$ cat src/include/osb_pkg.sv
// package for the option slot status bank: register map, codes, timing
// assumes a 32-bit apb bus and a 100 mhz system clock
`default_nettype none
package osb_pkg;
  // register byte offsets
  localparam logic [7:0] OSB_TYPE_OFS    = 8'h00;
  localparam logic [7:0] OSB_VER_OFS     = 8'h04;
  localparam logic [7:0] OSB_ERR_OFS     = 8'h08;
  localparam logic [7:0] OSB_SUBVER_OFS  = 8'h0c;
  localparam logic [7:0] OSB_CTRL_OFS    = 8'h10;
  localparam logic [7:0] OSB_SAVED_OFS   = 8'h14;
  localparam logic [7:0] OSB_IRQ_ST_OFS  = 8'h18;
  localparam logic [7:0] OSB_IRQ_EN_OFS  = 8'h1c;
  localparam logic [7:0] OSB_IRQ_CLR_OFS = 8'h20;
  localparam logic [7:0] OSB_TEMP_OFS    = 8'h24;
  // field limits and codes
  localparam logic [15:0] OSB_TYPE_MAX     = 16'h0257;
  localparam logic [15:0] OSB_SAVE_CODE    = 16'h03e8;
  localparam logic [7:0]  OSB_ERR_NONE     = 8'h00;
  localparam logic [7:0]  OSB_ERR_PKT_RATE = 8'h40;
  localparam logic [7:0]  OSB_ERR_OVERTEMP = 8'h4a;
  localparam logic [7:0]  OSB_ERR_NO_DRIVE = 8'h4b;
  localparam logic [7:0]  OSB_ERR_MB_TMO   = 8'h4c;
  localparam logic [7:0]  OSB_ERR_INTEROPT = 8'h50;
  localparam logic [7:0]  OSB_ERR_SLOT1    = 8'h51;
  localparam logic [7:0]  OSB_ERR_SLOT3    = 8'h53;
  // temperatures in whole degrees c
  localparam logic [7:0]  OSB_FAN_TEMP     = 8'h5a;
  localparam logic [7:0]  OSB_TRIP_TEMP    = 8'h64;
  // irq status bit positions
  localparam int OSB_IRQ_ERR     = 0;
  localparam int OSB_IRQ_CHANGED = 1;
  localparam int OSB_IRQ_MISSING = 2;
  localparam int OSB_IRQ_FAN     = 3;
  localparam int OSB_IRQ_W       = 4;
  // ctrl bit positions
  localparam int OSB_CTRL_STOP   = 0;
  // timing
  localparam int OSB_CLK_HZ      = 100_000_000;
  localparam int OSB_FAN_HOLD_S  = 10;
  localparam longint OSB_FAN_HOLD_CYC = longint'(OSB_FAN_HOLD_S) * OSB_CLK_HZ;
  // cycles after reset before the synchronised presence level can be trusted
  localparam int OSB_SYNC_SETTLE  = 4;
endpackage : osb_pkg
`default_nettype wire

$ cat src/hw/osb_hold_timer.sv
// minimum hold timer: restarts on trig, busy until the count runs out
// assumes trig from the same clock domain
`timescale 1ns/10ps
`default_nettype none
module osb_hold_timer #(
  parameter longint HOLD_CYC = 1000
) (
  // clock and reset
  input  wire logic sys_clk_i,
  input  wire logic nrst_i,
  // control
  input  wire logic trig_i,
  output logic      busy_o
);
  // a zero hold would never start and a wider one would be cut to 32 bits
  if (HOLD_CYC < 1 || HOLD_CYC > 64'h0000_0000_ffff_ffff) begin : g_bad_hold
    $error("osb_hold_timer: HOLD_CYC out of range");
  end
  logic [31:0] cnt_r;
  logic [31:0] cnt_nxt;
  // reload on every trigger so the hold runs from the last hot sample
  always_comb begin
    if (trig_i) cnt_nxt = 32'(HOLD_CYC);
    else if (cnt_r != 32'h0) cnt_nxt = cnt_r - 32'h1;
    else cnt_nxt = cnt_r;
  end
  always_ff @(posedge sys_clk_i) begin
    if (!nrst_i) cnt_r <= 32'h0;
    else cnt_r <= cnt_nxt;
  end
  assign busy_o = (cnt_r != 32'h0);
endmodule : osb_hold_timer
`default_nettype wire

$ cat src/hw/osb_status_bank.sv
// option slot status bank: type, version, error status, fan and trips
// assumes apb master on sys_clk_i; module-side inputs are same-domain
// except the presence pin, which is synchronised here
`timescale 1ns/10ps
`default_nettype none
// Contract
// - The type field reads zero while the slot is empty and never exceeds 599.
// - With a module present the type field shows its identity code loaded at power-up.
// - A save (1000 in the save command then stop/reset) stores the installed type code.
// - At power-up a type mismatch raises module-changed, a vanished module module-missing.
// - A module fault raises the slot trip and writes its cause into the 8-bit error field, unless an overtemp edge comes in the same cycle.
// - Error value zero means no error, any other value means an error was seen.
// - A drive reset clears the error field to zero.
// - Above 90 C the fan is forced to full speed and held at least 10 s.
// - Below 90 C and after the hold the fan override is released.
// - Above 100 C the slot trip is raised and the error field loaded with 74.
// - Version is split into a major.minor field 0..9999 and a sub field 0..99.
// - A module without software shows both version fields as zero.
// - Codes 81..83 flag a link failure to slot 1..3, code 80 a general one.
// - Code 76 flags a modbus timeout and 75 an unresponsive drive.
// - Code 64 flags a missed expected packet rate.
module osb_status_bank
  import osb_pkg::*;
#(
  parameter longint FAN_HOLD_CYC = osb_pkg::OSB_FAN_HOLD_CYC
) (
  // clock and reset
  input  wire logic        sys_clk_i,
  input  wire logic        nrst_i,
  // apb slave
  input  wire logic        psel_i,
  input  wire logic        penable_i,
  input  wire logic        pwrite_i,
  input  wire logic [7:0]  paddr_i,
  input  wire logic [31:0] pwdata_i,
  output logic [31:0]      prdata_o,
  output logic             pready_o,
  output logic             pslverr_o,
  // option module side
  input  wire logic        mod_present_i,
  input  wire logic [15:0] mod_type_i,
  input  wire logic        mod_has_sw_i,
  input  wire logic [15:0] mod_ver_i,
  input  wire logic [7:0]  mod_subver_i,
  input  wire logic        mod_err_we_i,
  input  wire logic [7:0]  mod_err_code_i,
  input  wire logic [7:0]  board_temp_i,
  // nonvolatile store of the saved type
  input  wire logic [15:0] nv_saved_type_i,
  output logic             nv_save_o,
  output logic [15:0]      nv_save_type_o,
  // drive outputs
  output logic             fan_full_o,
  output logic             slot_error_trip_o,
  output logic             module_changed_trip_o,
  output logic             module_missing_trip_o,
  output logic             irq_o
);
  localparam logic [31:0] OSB_VER_MAX = 32'd9999;
  localparam logic [7:0]  OSB_SUB_MAX = 8'd99;
  // refuse a hold the timer cannot count; zero would release the fan as soon as it cools
  if (FAN_HOLD_CYC < 1 || FAN_HOLD_CYC > 64'h0000_0000_ffff_ffff) begin : g_bad_hold
    $error("osb_status_bank: FAN_HOLD_CYC out of range");
  end

  // decoded and synchronised helpers
  logic        present_s;
  logic        fan_busy;
  logic        hot;
  logic        overtemp;
  logic        ptr_wr;
  logic        ptr_rd;
  logic        ptr_acc;

  // registered state, each with its next value, then the combinational irq set and clear vectors
  logic        init_done_r, init_done_nxt;
  logic [15:0] type_r, type_nxt;
  logic [15:0] ver_r, ver_nxt;
  logic [7:0]  subver_r, subver_nxt;
  logic [7:0]  err_r, err_nxt;
  logic        trip_err_r, trip_err_nxt;
  logic        trip_chg_r, trip_chg_nxt;
  logic        trip_mis_r, trip_mis_nxt;
  logic        save_armed_r, save_armed_nxt;
  logic        nv_save_r, nv_save_nxt;
  logic [15:0] save_cmd_r, save_cmd_nxt;
  logic        fan_r, fan_nxt;
  logic [OSB_IRQ_W-1:0] irq_st_r, irq_st_nxt;
  logic [OSB_IRQ_W-1:0] irq_en_r, irq_en_nxt;
  logic [OSB_IRQ_W-1:0] irq_set;
  logic [OSB_IRQ_W-1:0] irq_clr;
  logic [31:0] rdata_r, rdata_nxt;
  logic        slverr_r, slverr_nxt;
  logic        ovt_prev_r, ovt_prev_nxt;
  logic        fan_prev_r, fan_prev_nxt;
  logic        startup_r, startup_nxt;
  logic [2:0]  settle_r, settle_nxt;

  // presence is a pin from the slot connector, so it crosses domains
  osb_sync3 u_present_sync (
    .sys_clk_i (sys_clk_i),
    .nrst_i    (nrst_i),
    .d_i       (mod_present_i),
    .q_o       (present_s)
  );

  // strict comparisons: a reading equal to a threshold does not act
  assign hot      = (board_temp_i > OSB_FAN_TEMP);
  assign overtemp = (board_temp_i > OSB_TRIP_TEMP);

  // hold timer restarts while hot, so the override outlives the last hot sample
  osb_hold_timer #(
    .HOLD_CYC (FAN_HOLD_CYC)
  ) u_fan_hold (
    .sys_clk_i (sys_clk_i),
    .nrst_i    (nrst_i),
    .trig_i    (hot),
    .busy_o    (fan_busy)
  );

  // apb decode; single-cycle access phase, no wait states
  assign ptr_acc = psel_i & penable_i;
  assign ptr_wr  = ptr_acc & pwrite_i;
  assign ptr_rd  = ptr_acc & ~pwrite_i;

  // identity capture: the first settled sample after reset stands for power-up
  always_comb begin
    startup_nxt   = 1'b0;
    settle_nxt    = settle_r;
    init_done_nxt = init_done_r;
    type_nxt      = type_r;
    ver_nxt       = ver_r;
    subver_nxt    = subver_r;
    trip_chg_nxt  = trip_chg_r;
    trip_mis_nxt  = trip_mis_r;
    if (!init_done_r) begin
      // the presence synchroniser is held empty in reset, so sampling at once
      // would always see an empty slot; wait until its output can be trusted
      if (settle_r != 3'(OSB_SYNC_SETTLE)) begin
        settle_nxt = settle_r + 3'h1;
      end else begin
        startup_nxt   = 1'b1;
        init_done_nxt = 1'b1;
        if (present_s) begin
          // out-of-range codes read as zero rather than a bogus type
          type_nxt = (mod_type_i <= OSB_TYPE_MAX) ? mod_type_i : 16'h0;
          if (mod_has_sw_i && 32'(mod_ver_i) <= OSB_VER_MAX &&
              mod_subver_i <= OSB_SUB_MAX) begin
            ver_nxt    = mod_ver_i;
            subver_nxt = mod_subver_i;
          end else begin
            ver_nxt    = 16'h0;
            subver_nxt = 8'h0;
          end
        end
      end
    end else if (!present_s) begin
      // slot emptied after start-up: all identity fields go to zero
      type_nxt   = 16'h0;
      ver_nxt    = 16'h0;
      subver_nxt = 8'h0;
    end
    // compare only on the start-up sample, against the saved code
    if (startup_r) begin
      if (nv_saved_type_i != 16'h0 && type_r == 16'h0) begin
        trip_mis_nxt = 1'b1;
      end else if (type_r != nv_saved_type_i && type_r != 16'h0) begin
        trip_chg_nxt = 1'b1;
      end
    end
  end

  always_ff @(posedge sys_clk_i) begin
    if (!nrst_i) begin
      init_done_r <= 1'b0;
      settle_r    <= 3'h0;
      startup_r   <= 1'b0;
      type_r      <= 16'h0;
      ver_r       <= 16'h0;
      subver_r    <= 8'h0;
      trip_chg_r  <= 1'b0;
      trip_mis_r  <= 1'b0;
    end else begin
      init_done_r <= init_done_nxt;
      settle_r    <= settle_nxt;
      startup_r   <= startup_nxt;
      type_r      <= type_nxt;
      ver_r       <= ver_nxt;
      subver_r    <= subver_nxt;
      trip_chg_r  <= trip_chg_nxt;
      trip_mis_r  <= trip_mis_nxt;
    end
  end

  // error status and slot trip; reset clears via nrst_i
  // the overtemp edge wins a same-cycle module report, which is then lost
  always_comb begin
    err_nxt      = err_r;
    trip_err_nxt = trip_err_r;
    ovt_prev_nxt = overtemp;
    if (overtemp && !ovt_prev_r) begin
      err_nxt      = OSB_ERR_OVERTEMP;
      trip_err_nxt = 1'b1;
    end else if (mod_err_we_i && mod_err_code_i != OSB_ERR_NONE) begin
      // codes such as 64, 75, 76, 80..83 pass straight through
      err_nxt      = mod_err_code_i;
      trip_err_nxt = 1'b1;
    end
  end

  always_ff @(posedge sys_clk_i) begin
    if (!nrst_i) begin
      err_r      <= OSB_ERR_NONE;
      trip_err_r <= 1'b0;
      ovt_prev_r <= 1'b0;
    end else begin
      err_r      <= err_nxt;
      trip_err_r <= trip_err_nxt;
      ovt_prev_r <= ovt_prev_nxt;
    end
  end

  // fan override: set while hot, released only once cool and hold expired
  // exactly 90 degrees leaves the fan under normal control
  always_comb begin
    fan_nxt      = hot | fan_busy;
    fan_prev_nxt = fan_r;
  end

  always_ff @(posedge sys_clk_i) begin
    if (!nrst_i) begin
      fan_r      <= 1'b0;
      fan_prev_r <= 1'b0;
    end else begin
      fan_r      <= fan_nxt;
      fan_prev_r <= fan_prev_nxt;
    end
  end

  // save: write 1000 to the save command, then a stop/reset strobe commits
  // a stop strobe without a prior arm does nothing, so a stray stop cannot save
  always_comb begin
    save_cmd_nxt   = save_cmd_r;
    save_armed_nxt = save_armed_r;
    nv_save_nxt    = 1'b0;
    if (ptr_wr && paddr_i == OSB_CTRL_OFS) begin
      if (pwdata_i[OSB_CTRL_STOP]) begin
        if (save_armed_r) begin
          nv_save_nxt    = 1'b1;
          save_armed_nxt = 1'b0;
          save_cmd_nxt   = 16'h0;
        end
      end else begin
        save_cmd_nxt   = pwdata_i[31:16];
        save_armed_nxt = (pwdata_i[31:16] == OSB_SAVE_CODE);
      end
    end
  end

  always_ff @(posedge sys_clk_i) begin
    if (!nrst_i) begin
      save_cmd_r   <= 16'h0;
      save_armed_r <= 1'b0;
      nv_save_r    <= 1'b0;
    end else begin
      save_cmd_r   <= save_cmd_nxt;
      save_armed_r <= save_armed_nxt;
      nv_save_r    <= nv_save_nxt;
    end
  end

  // interrupts: events set sticky bits; set wins over a same-cycle clear
  always_comb begin
    irq_set = '0;
    irq_set[OSB_IRQ_ERR]     = trip_err_nxt & ~trip_err_r;
    irq_set[OSB_IRQ_CHANGED] = trip_chg_nxt & ~trip_chg_r;
    irq_set[OSB_IRQ_MISSING] = trip_mis_nxt & ~trip_mis_r;
    irq_set[OSB_IRQ_FAN]     = fan_r & ~fan_prev_r;
    irq_clr = '0;
    if (ptr_wr && paddr_i == OSB_IRQ_CLR_OFS) irq_clr = pwdata_i[OSB_IRQ_W-1:0];
    irq_st_nxt = (irq_st_r & ~irq_clr) | irq_set;
    irq_en_nxt = irq_en_r;
    if (ptr_wr && paddr_i == OSB_IRQ_EN_OFS) irq_en_nxt = pwdata_i[OSB_IRQ_W-1:0];
  end

  always_ff @(posedge sys_clk_i) begin
    if (!nrst_i) begin
      irq_st_r <= '0;
      irq_en_r <= '0;
    end else begin
      irq_st_r <= irq_st_nxt;
      irq_en_r <= irq_en_nxt;
    end
  end

  // read mux; reads touch no state, so polling is harmless
  // unmapped offsets answer with pslverr and read as zero
  always_comb begin
    rdata_nxt  = 32'h0;
    slverr_nxt = 1'b0;
    if (psel_i && !penable_i) begin
      case (paddr_i)
        OSB_TYPE_OFS:    rdata_nxt = {16'h0, type_r};
        OSB_VER_OFS:     rdata_nxt = {16'h0, ver_r};
        OSB_ERR_OFS:     rdata_nxt = {24'h0, err_r};
        OSB_SUBVER_OFS:  rdata_nxt = {24'h0, subver_r};
        OSB_CTRL_OFS:    rdata_nxt = {save_cmd_r, 15'h0, save_armed_r};
        OSB_SAVED_OFS:   rdata_nxt = {16'h0, nv_saved_type_i};
        OSB_IRQ_ST_OFS:  rdata_nxt = {28'h0, irq_st_r};
        OSB_IRQ_EN_OFS:  rdata_nxt = {28'h0, irq_en_r};
        OSB_IRQ_CLR_OFS: rdata_nxt = 32'h0;
        OSB_TEMP_OFS:    rdata_nxt = {24'h0, board_temp_i};
        default:         slverr_nxt = 1'b1;
      endcase
    end else if (ptr_acc) begin
      rdata_nxt  = rdata_r;
      slverr_nxt = slverr_r;
    end
  end

  always_ff @(posedge sys_clk_i) begin
    if (!nrst_i) begin
      rdata_r  <= 32'h0;
      slverr_r <= 1'b0;
    end else begin
      rdata_r  <= rdata_nxt;
      slverr_r <= slverr_nxt;
    end
  end

  // outputs
  assign prdata_o              = ptr_rd ? rdata_r : 32'h0;
  assign pready_o              = 1'b1;
  assign pslverr_o             = ptr_acc & slverr_r;
  assign nv_save_o             = nv_save_r;
  assign nv_save_type_o        = type_r;
  assign fan_full_o            = fan_r;
  assign slot_error_trip_o     = trip_err_r;
  assign module_changed_trip_o = trip_chg_r;
  assign module_missing_trip_o = trip_mis_r;
  assign irq_o                 = |(irq_st_r & irq_en_r);
endmodule : osb_status_bank
`default_nettype wire

$ cat src/hw/osb_sync3.sv
// three-flop synchroniser; output changes when stages two and three agree
// assumes an asynchronous single-bit level
`timescale 1ns/10ps
`default_nettype none
module osb_sync3 (
  // clock and reset
  input  wire logic sys_clk_i,
  input  wire logic nrst_i,
  // level
  input  wire logic d_i,
  output logic      q_o
);
  logic [2:0] sh_r;
  logic [2:0] sh_nxt;
  logic       q_r;
  logic       q_nxt;
  // first stage only feeds the second
  always_comb begin
    sh_nxt = {sh_r[1:0], d_i};
    q_nxt  = (sh_r[1] == sh_r[2]) ? sh_r[2] : q_r;
  end
  always_ff @(posedge sys_clk_i) begin
    if (!nrst_i) begin
      sh_r <= 3'h0;
      q_r  <= 1'b0;
    end else begin
      sh_r <= sh_nxt;
      q_r  <= q_nxt;
    end
  end
  assign q_o = q_r;
endmodule : osb_sync3
`default_nettype wire

$ cat config.mk
export PLATFORM = sky130hd
export DESIGN_NAME = osb_status_bank
export DESIGN_NICKNAME = d
export VERILOG_FILES = /design/src/include/osb_pkg.sv /design/src/hw/osb_hold_timer.sv /design/src/hw/osb_status_bank.sv /design/src/hw/osb_sync3.sv
export SDC_FILE = /design/constraint.sdc
export NUM_CORES = 1
export LEC_CHECK = 0
export ABC_AREA = 1
export BUFFER_PORTS_ARGS = -buffer_cell sky130_fd_sc_hd__buf_2
export CAP_MARGIN = 20
export CORE_UTILIZATION = 40
export CTS_BUF_LIST = sky130_fd_sc_hd__clkbuf_8
export DETAILED_ROUTE_END_ITERATION = 7
export GPL_ROUTABILITY_DRIVEN = 1
export HOLD_SLACK_MARGIN = 0.12
export REMOVE_ABC_BUFFERS = 1
export SLEW_MARGIN = 30
export SYNTH_ARGS = -nofsm -noshare
export SYNTH_HDL_FRONTEND = slang
export SYNTH_HIERARCHICAL = 1
export SYNTH_SLANG_ARGS = --single-unit
$ cat constraint.sdc
create_clock -name sys_clk_i -period 1.6 [get_ports sys_clk_i]
set_clock_uncertainty 0.1 [all_clocks]
set_input_delay 0.24 -clock sys_clk_i [delete_from_list [all_inputs] [get_ports sys_clk_i]]
set_output_delay 0.24 -clock sys_clk_i [all_outputs]
set_load 0.02 [all_outputs]
Word level (Yosys, flattened, before mapping)
Index checks and enable logic that the tools add are counted.
{"block": "classes", "addsub": 2, "order_cmp": 5, "n_eq_ne": 17, "n_mux": 39, "bitwise_logic": 20, "reduce_logical": 30}
{"cell": "one-hot mux 32 bit (9 select lines)", "n": 1}
{"cell": "2-to-1 mux 16 bit", "n": 11}
{"cell": "2-to-1 mux 32 bit", "n": 3}
{"cell": "2-to-1 mux 30 bit", "n": 2}
{"cell": "2-to-1 mux 8 bit", "n": 5}
{"cell": "== test 8 x 5 -> 1 bit, second input constant", "n": 4}
{"cell": "nonzero test 16 bit", "n": 2}
{"cell": "nonzero test 32 bit", "n": 1}
{"cell": "subtractor 32 x 1 -> 32 bit, second input constant", "n": 1}
{"cell": "== test 16 x 10 -> 1 bit, second input constant", "n": 1}
{"cell": "== test 8 x 4 -> 1 bit, second input constant", "n": 2}
{"cell": "== test 8 x 6 -> 1 bit, second input constant", "n": 2}
{"cell": "> comparator 8 x 7 -> 1 bit, second input constant", "n": 2}
{"cell": "less-or-equal comparator 16 x 10 -> 1 bit, second input constant", "n": 1}
{"cell": "less-or-equal comparator 16 x 14 -> 1 bit, second input constant", "n": 1}
{"cell": "logical NOT 16 bit", "n": 1}
{"cell": "!= test 16 bit", "n": 1}
{"cell": "2-to-1 mux 1 bit", "n": 14}
{"cell": "2-to-1 mux 7 bit", "n": 2}
{"cell": "logical AND 1 bit", "n": 10}
{"cell": "OR reduction 10 bit", "n": 1}
{"cell": "AND 1 bit", "n": 8}
{"cell": "AND 4 bit", "n": 2}
{"cell": "== test 8 x 3 -> 1 bit, second input constant", "n": 1}
{"cell": "19 further kinds", "n": 34}
{"block": "word_totals", "ff_bits": 154, "word_cells": 138}

Logic depth before layout (Yosys ltp)
Gate-level depths: netlist of the first run.
{"block": "logic_depth", "ltp_word": 7, "mapped_depth": 10, "mapped_depth_nobuf": 9}

Cells and area by module
The synthesis of the first run kept the hierarchy.
{"mod": "osb_status_bank", "instances": 1, "cells_per_inst": 870, "area_per_inst_um2": 6063.3, "seq_area_each_um2": 2362.3}
{"mod": "osb_hold_timer", "instances": 1, "cells_per_inst": 311, "area_per_inst_um2": 2077.0, "seq_area_each_um2": 640.6}
{"mod": "osb_sync3", "instances": 1, "cells_per_inst": 13, "area_per_inst_um2": 116.4, "seq_area_each_um2": 80.1}

Worst setup path after synthesis of the first run
Ideal clock, no wire load.
{"block": "synth_timing", "kind": "reg2reg", "start": "register settle_r[0]", "end": "register ver_r[1]", "setup_ns": 0.070, "arrival_time_ns": 1.378, "t_required_ns": 1.430, "slack_ns": 0.051, "stages_incl_launch_ff": 9, "path_buffers": 1, "period_less_slack_ns": 1.549, "path_cell_list": "dfxtp_1 -> inv_1 -> ha_1 -> nand2_2 -> nor3_4 -> a21oi_2 -> clkbuf_1 -> nand2_1 -> a21oi_1"}
{"block": "synth_between", "elab_chain_cells": 3}
{"element": "from (decl)", "line_no": "osb_status_bank.sv:97", "source": "logic [2:0] settle_r, settle_nxt;"}
{"element": "from (signal assigned)", "line_no": "osb_status_bank.sv:185", "source": "settle_r <= settle_nxt;"}
{"element": "!= test 3 bit", "line_no": "osb_status_bank.sv:139", "source": "if (settle_r != 3'(OSB_SYNC_SETTLE)) begin"}
{"element": "!= test 2 bit (no line)"}
{"element": "AND reduction 3 bit (no line)"}
{"element": "to (signal assigned)", "line_no": "osb_status_bank.sv:188", "source": "ver_r <= ver_nxt;"}
{"element": "to (decl)", "line_no": "osb_status_bank.sv:78", "source": "logic [15:0] ver_r, ver_nxt;"}
Every way passes these cells.
A chain may end at the register's enable or synchronous reset.

Worst setup path in the final report of the first run
{"block": "layout_timing", "start": "register settle_r[1]", "end": "register type_r[14], in the netlist nv_save_type_o[14]"}
{"block": "layout_between", "elab_chain_cells": 3}
{"element": "!= test 3 bit", "line_no": "osb_status_bank.sv:139"}
{"element": "!= test 2 bit (no line)"}
{"element": "AND reduction 3 bit (no line)"}
{"element": "to (signal assigned)", "line_no": "osb_status_bank.sv:187", "source": "type_r <= type_nxt;"}
{"element": "to (decl)", "line_no": "osb_status_bank.sv:77", "source": "logic [15:0] type_r, type_nxt;"}
Every way passes these cells.

==> impl_metrics.env, run 1 <==
export IMPL_status="finished, violations left"
export IMPL_violations="setup timing"
export IMPL_dieArea_um2=21220
export IMPL_whs_ns=0.1474
export IMPL_required_ns=1.87
export IMPL_yosysSeqAreaShare=0.3734
export IMPL_hpwlAfterDp_um=18660
export IMPL_grt_max_degree=31
export IMPL_critPathLaunchType="flip-flop"
export IMPL_path_cells="inv_2 -> ha_4 -> nand2_4 -> nor3_4 -> buf_6 -> a21oi_4 -> buf_6 -> clkinvlp_4 -> buf_12 -> nor3_4"
export IMPL_start_util=0.4081
export IMPL_drc=0
export IMPL_leakage_nw=5.266
export IMPL_syn_inst=1194
export IMPL_rows=52
export IMPL_drive_above_1_share=0.3292
export IMPL_drt_wl_total_um=26140
export IMPL_path_clk_slew_ns=0.09
export IMPL_via_count=8884
export IMPL_multi_input_area_um2=4952
export IMPL_synth_top_area_frac=0.3734
export IMPL_power_total_mw=9.462
export IMPL_avgViaCountPerCell=4.941
export IMPL_clockBufferDepth=2
export IMPL_io_buffer_count=162
export IMPL_fin_nets=1637
export IMPL_fill_cells=1891
export IMPL_drtAntennaViolNets=0
export IMPL_peakVddDrop_mv=0.4628
export IMPL_area_growth_pct=44.57
export IMPL_cts_root_buf="clkbuf_8"
export IMPL_first_iter_violations=444
export IMPL_yosysMostFrequentCell="nand2_1"
export IMPL_htreeDepth=4
export IMPL_hold_path_class="in -> reg"
export IMPL_dominantRegCellSynth="dfxtp_1"
export IMPL_grt_pass1_wl_um=41520
export IMPL_cts_buffers=17
export IMPL_fin_crit_ns=1.712
export IMPL_core_area_um2=20230
export IMPL_grt_pass1_vias=8380
export IMPL_dr_pass1_iters=5
export IMPL_clkSinkCount=154
export IMPL_cp_max_fo=5
export IMPL_ys_top_cells_by_count="nand2_1 (312), nor2_1 (158), dfxtp_1 (154), nand3_1 (125), a21oi_1 (103)"
export IMPL_globalplace_congestion=0.9154
export IMPL_r2r_setup_slack_ns=-0.11
export IMPL_grt_overflow=0
export IMPL_synth_area_leaders="dfxtp_1 (37%), nand2_1 (14%), nand3_1 (7.6%)"
export IMPL_synth_async_reset_ratio=0
export IMPL_cts_tree="yes"
export IMPL_die_y_um=145.7
export IMPL_slew_violations=0
export IMPL_critical_path_max_stage_delay_ns=0.34
export IMPL_insertion_delay_ns=0.46
export IMPL_drv_cap=0
export IMPL_fmax_ghz=0.5841
export IMPL_synth_edf_count=0
export IMPL_syn_area_per_cell_um2=6.915
export IMPL_power_density_nw_per_um2=792.7
export IMPL_final_seq_area_um2=3100
export IMPL_synth_cell_types=47
export IMPL_fin_ws_ns=-0.1121
export IMPL_crit_slowest_cell="dfxtp_2"
export IMPL_yosysWarnings=6
export IMPL_critPathArrivalTime_ns=1.98
export IMPL_tns_ns=-0.4068
export IMPL_critical_path_class="reg -> reg"
export IMPL_worstSetupEndpointType="flip-flop"
export IMPL_grt_setup_unrepaired="true"
export IMPL_ys_ff_latch=154
export IMPL_syn_area_um2=8257
export IMPL_synth_top_area_cell="dfxtp_1"
export IMPL_grt_use_total=0.2446
export IMPL_setup_viol=13
export IMPL_ios=176
export IMPL_grt_antenna_before_repair=2
export IMPL_hold_violations=0
export IMPL_die_w_um=145.7
export IMPL_wl_per_cell_um=14.54
export IMPL_timing_final_crit_share=1.070
==> what timing repair did <==
item,CTS,global route
buffers inserted,1,8
gates cloned,0,2
hold buffers,77,0
endpoints found under the setup margin,43,94
hold endpoints to repair,79,0
pin swaps,3,35
resized for setup,24,111
==> state kept, by name (all words and copies together), names as in the netlist <==
signal,flops
rdata_r,32
u_fan_hold/cnt_r,32
nv_save_type_o,16
save_cmd_r,16
ver_r,16
err_r,8
subver_r,8
irq_en_r,4
irq_st_r,4
settle_r,3
u_present_sync/sh_r,3
fan_full_o,1
fan_prev_r,1
init_done_r,1
module_changed_trip_o,1
module_missing_trip_o,1
nv_save_o,1
ovt_prev_r,1
save_armed_r,1
slot_error_trip_o,1
slverr_r,1
startup_r,1
u_present_sync/q_o,1
==> cells by family (layout without fill, tap and decap cells) <==
group,after synthesis,in the layout,synth area share
AOI/OAI and AO/OA,155,155,0.1115
xor gates and xnor gates,28,28,0.02970
adders and majority gates,4,4,0.006062
buffers and inverters,144,474,0.07713
DFF,154,154,0.3734
other,1,4,0.0004542
and+or+nand+nor,708,709,0.4017
==> final timing paths <==
| path | from | to | depth (start not counted) |
|---|---|---|---|
| worst min register to register | u_present_sync/sh_r[0] | u_present_sync/sh_r[1] | 2 |
| worst max register to register | settle_r[1] | nv_save_type_o[14] | 10 |
| worst max-delay path | settle_r[1] | nv_save_type_o[14] | 10 |
| worst min-delay path | nv_saved_type_i[13] | rdata_r[13] | 5 |
==> metal layers <==
| layer | up-vias | wire (µm) | global-route usage | share of wire |
|---|---|---|---|---|
| li1 | 4507 | - | - | - |
| met1 | 4113 | 12390 | 0.3298 | 0.47 |
| met2 | 224 | 12150 | 0.3986 | 0.47 |
| met3 | 40 | 976 | 0.03323 | 0.037 |
| met4 | 0 | 613 | 0.08895 | 0.023 |
| met5 | - | 0 | 0 | 0 |
==> power by group <==
| part | switching (mW) | total, mW | leakage, nW | internal [mW] |
|---|---|---|---|---|
| Combinational | 1.06 | 1.93 | 3.78 | 0.869 |
| Clock | 1.57 | 3.48 | 0.230 | 1.91 |
| Sequential | 0.106 | 4.05 | 1.26 | 3.94 |
| Total | 2.74 | 9.46 | 5.27 | 6.72 |
==> final cells by class <==
class                      count  area share
multi-input combinational    897      0.4149
sequential                   154      0.2597
timing repair buffer         348      0.2267
inverter                      95     0.03092
tap                          270     0.02830
clock buffer                  18     0.02075
clock inverter                13     0.01803
antenna                        3   0.0006289
==> per-stage QoR <==
stage               utilization  cells  worst slack [ns]  cell area, µm²
finish                   0.5899   1798           -0.1121           11940
global route             0.5898   1797           -0.1485           11930
CTS                      0.5646   1785          -0.03563           11420
detailed placement       0.4988   1676           -0.1695           10090
global placement         0.4988   1676           -0.1538           10090
floorplan                     -   1145           -0.5555            7984
==> critical path: cells and delay by family, from the launching register on <==
family	cells	cell delay, ns
buffers and inverters	5	0.64
DFF	1	0.34
and+or+nand+nor	3	0.22
adders and majority gates	1	0.15
AOI/OAI and AO/OA	1	0.14
==> cells in the final DEF, fill, tap and decap left out, types with 5 or more instances in the layout <==
cell and count:
buf_2 160, nor3_2 5, dfxtp_1 142, clkbuf_8 18, nor4_1 5, nor3_1 7, buf_12 20, nand2_1 299
nand2_4 7, buf_6 7, bufinv_16 5, nand2_2 28, dfxtp_2 11, o21ai_0 13, nor2_1 131, o211ai_2 5
xor2_1 23, nand3_4 5, nand3_2 19, nand4_1 15, nor2_4 29, a21oi_2 25, dlygate4sd3_1 77, inv_2 13
a211oi_1 5, buf_4 82, nand3_1 116, xnor2_1 5, inv_1 76, nor2_2 26, a21oi_1 93
(Power assumes the default switching activity.)
==> run 2: changes to the inputs <==
BUFFER_PORTS_ARGS = not set   (was -buffer_cell sky130_fd_sc_hd__buf_2)
DONT_BUFFER_PORTS = 1   (was not set)
==> run 2 against run 1 <==
Against the previous run:
- worst hold slack got worse by 0.015 ns
- the flow still finishes with violations (setup timing)
- count of clock-buffer cells in the layout unchanged
- largest power group unchanged
- register-to-register slack improved by 0.04 ns
- clock power decreased by 15%
==> impl_metrics.env, run 2 (same netlist as run 1, synthesis figures left out) <==
export IMPL_hold_violations=0
export IMPL_clkPwrFrac=0.337
export IMPL_max_slew_margin=0.6458
export IMPL_grt_setup_unrepaired="true"
export IMPL_diodes=0
export IMPL_grt_use_total=0.2511
export IMPL_die_y_um=145.7
export IMPL_cp_max_fo=8
export IMPL_avgViaCountPerCell=5.085
export IMPL_grt_pass1_vias=8344
export IMPL_grt_antenna_before_repair=0
export IMPL_grt_overflow=0
export IMPL_start_util=0.4081
export IMPL_area_growth_pct=40.64
export IMPL_fmax_ghz=0.5974
export IMPL_core_area_um2=20230
export IMPL_via_count=8716
export IMPL_clkSinkCount=154
export IMPL_drt_wl_total_um=26460
export IMPL_peakVddDrop_mv=0.4884
export IMPL_finalNonFillerCells=1714
export IMPL_fin_ws_ns=-0.07394
export IMPL_pwr_share_seq=0.465
export IMPL_cts_tree="yes"
export IMPL_swShare=0.3097
export IMPL_tightestPinTransition_ns=0.5313
export IMPL_largestRegisters="rdata_r (32), u_fan_hold/cnt_r (32)"
export IMPL_drc=0
export IMPL_crit_slowest_cell="dfxtp_2"
export IMPL_wl_per_cell_um=15.44
export IMPL_path_cells="inv_2 -> ha_4 -> nand2_4 -> nor3_4 -> buf_6 -> a21oi_4 -> buf_6 -> clkinvlp_4 -> nor3_1"
export IMPL_rows=52
export IMPL_status="finished, violations left"
export IMPL_fin_nets=1555
export IMPL_first_iter_violations=511
export IMPL_globalplace_congestion=0.8934
export IMPL_hpwlAfterDp_um=18220
export IMPL_p_switching_mw=2.708
export IMPL_critPathArrivalTime_ns=1.96
export IMPL_grt_max_degree=47
export IMPL_insertion_delay_ns=0.46
export IMPL_worstSetupEndpointType="flip-flop"
export IMPL_violations="setup timing"
export IMPL_required_ns=1.88
export IMPL_critical_path_max_stage_delay_ns=0.34
export IMPL_hold_path_class="in -> reg"
export IMPL_timing_final_crit_share=1.046
export IMPL_path_clk_slew_ns=0.09
export IMPL_leakage_nw=4.804
export IMPL_slew_violations=0
export IMPL_path_common_cell="buf_6"
export IMPL_cts_buffers=17
export IMPL_dieArea_um2=21220
export IMPL_final_common_cell="nand2_1"
export IMPL_critPathLaunchType="flip-flop"
export IMPL_drtAntennaViolNets=0
export IMPL_die_w_um=145.7
export IMPL_power_total_mw=8.745
export IMPL_dr_pass1_iters=5
export IMPL_grt_pass1_wl_um=42590
export IMPL_fin_crit_ns=1.674
export IMPL_cts_root_buf="clkbuf_8"
export IMPL_power_density_nw_per_um2=753.1
export IMPL_critical_path_class="reg -> reg"
export IMPL_htreeDepth=4
export IMPL_ios=176
export IMPL_mostFrequentLayoutCells="nand2_1 (301), nor2_1 (131), dfxtp_1 (129), dlygate4sd3_1 (125), nand3_1 (123)"
export IMPL_p_int_mw=6.037
export IMPL_combPwrFrac=0.198
export IMPL_drv_cap=0
export IMPL_io_buffer_count=0
export IMPL_setup_viol=10
export IMPL_placed_cells=1547
export IMPL_clockBufferDepth=2
export IMPL_drive_above_1_share=0.2535
-- run 2: cell types whose count changed in the layout (fill, tap and decap cells not counted), moves of 4 or more --
cell | before | now
buf_2 | 160 | 0
dlygate4sd3_1 | 77 | 125
buf_4 | 82 | 118
dfxtp_1 | 142 | 129
dfxtp_2 | 11 | 23
a21oi_1 | 93 | 101
a21oi_2 | 25 | 17
nand3_1 | 116 | 123
nand3_2 | 19 | 13
buf_12 | 20 | 15
inv_4 | 1 | 6
bufinv_16 | 5 | 1
-- run 2: per-stage QoR --
| step | util | worst slack [ns] | hold WS, ns | setup TNS [ns] | cell area (µm²) |
|---|---|---|---|---|---|
| floorplan | - | -0.5555 | 0.2335 | -23.35 | 7984 |
| global placement | 0.4685 | -0.06298 | 0.2369 | -1.964 | 9479 |
| detailed placement | 0.4685 | -0.1069 | 0.2460 | -2.581 | 9479 |
| CTS | 0.5560 | -0.04799 | 0.1223 | -0.1575 | 11250 |
| global route | 0.5739 | -0.1514 | 0.1498 | -3.485 | 11610 |
| finish | 0.5739 | -0.07394 | 0.1324 | -0.3674 | 11610 |
-- run 2: worst max-delay path, delay by kind of cell, from the launching register on --
| family | cells | cell delay, ns |
|---|---|---|
| and+or+nand+nor | 3 | 0.28 |
| AOI/OAI and AO/OA | 1 | 0.16 |
| adders and majority gates | 1 | 0.15 |
| DFF | 1 | 0.34 |
| buffers and inverters | 4 | 0.55 |
-- run 2: worst paths after layout --
check | from | to | slack (ns) | cells past startpoint
max | settle_r[0] | nv_save_type_o[13] | -0.07 | 9
min | pwrite_i | irq_st_r[2] | 0.13 | 5
max reg2reg | settle_r[0] | nv_save_type_o[13] | -0.07 | 9
min reg2reg | fan_prev_r | irq_st_r[3] | 0.32 | 1
-- run 2: layer usage --
metal,vias to the layer above,GRT usage,wire (µm)
li1,4336,-,-
met1,4072,0.3320,11840
met2,258,0.4022,12330
met3,50,0.04671,1603
met4,0,0.1032,686
met5,-,0,0
-- run 2: power by group through the flow --
| stage | Clock (mW) | Combinational, mW | Sequential (mW) |
|---|---|---|---|
| 2_1_floorplan | 0 | 0.825 | 4.10 |
| 3_3_place_gp | 0 | 1.26 | 4.12 |
| 3_5_place_dp | 0 | 1.28 | 4.12 |
| 4_1_cts | 3.00 | 1.59 | 4.05 |
| 5_1_grt | 3.17 | 1.90 | 4.08 |
| 6_report | 2.95 | 1.73 | 4.07 |
-- run 2: repair_timing --
item / CTS / global route
endpoints found under the setup margin: 52 / 112
pin swaps: 6 / 26
hold endpoints to repair: 143 / 0
setup buffers: 1 / 6
gates resized for setup: 27 / 101
cloned: 0 / 1
hold buffers: 127 / 0
-- run 2: layout make-up --
class	instances	area [µm²]
Clock buffer	18	247.7
Clock inverter	14	136.4
Fill cell	1881	8622
Inverter	95	380.4
Multi-Input combinational cell	897	4862
Sequential cell	154	3119
Tap cell	270	337.8
Timing Repair Buffer	266	2529
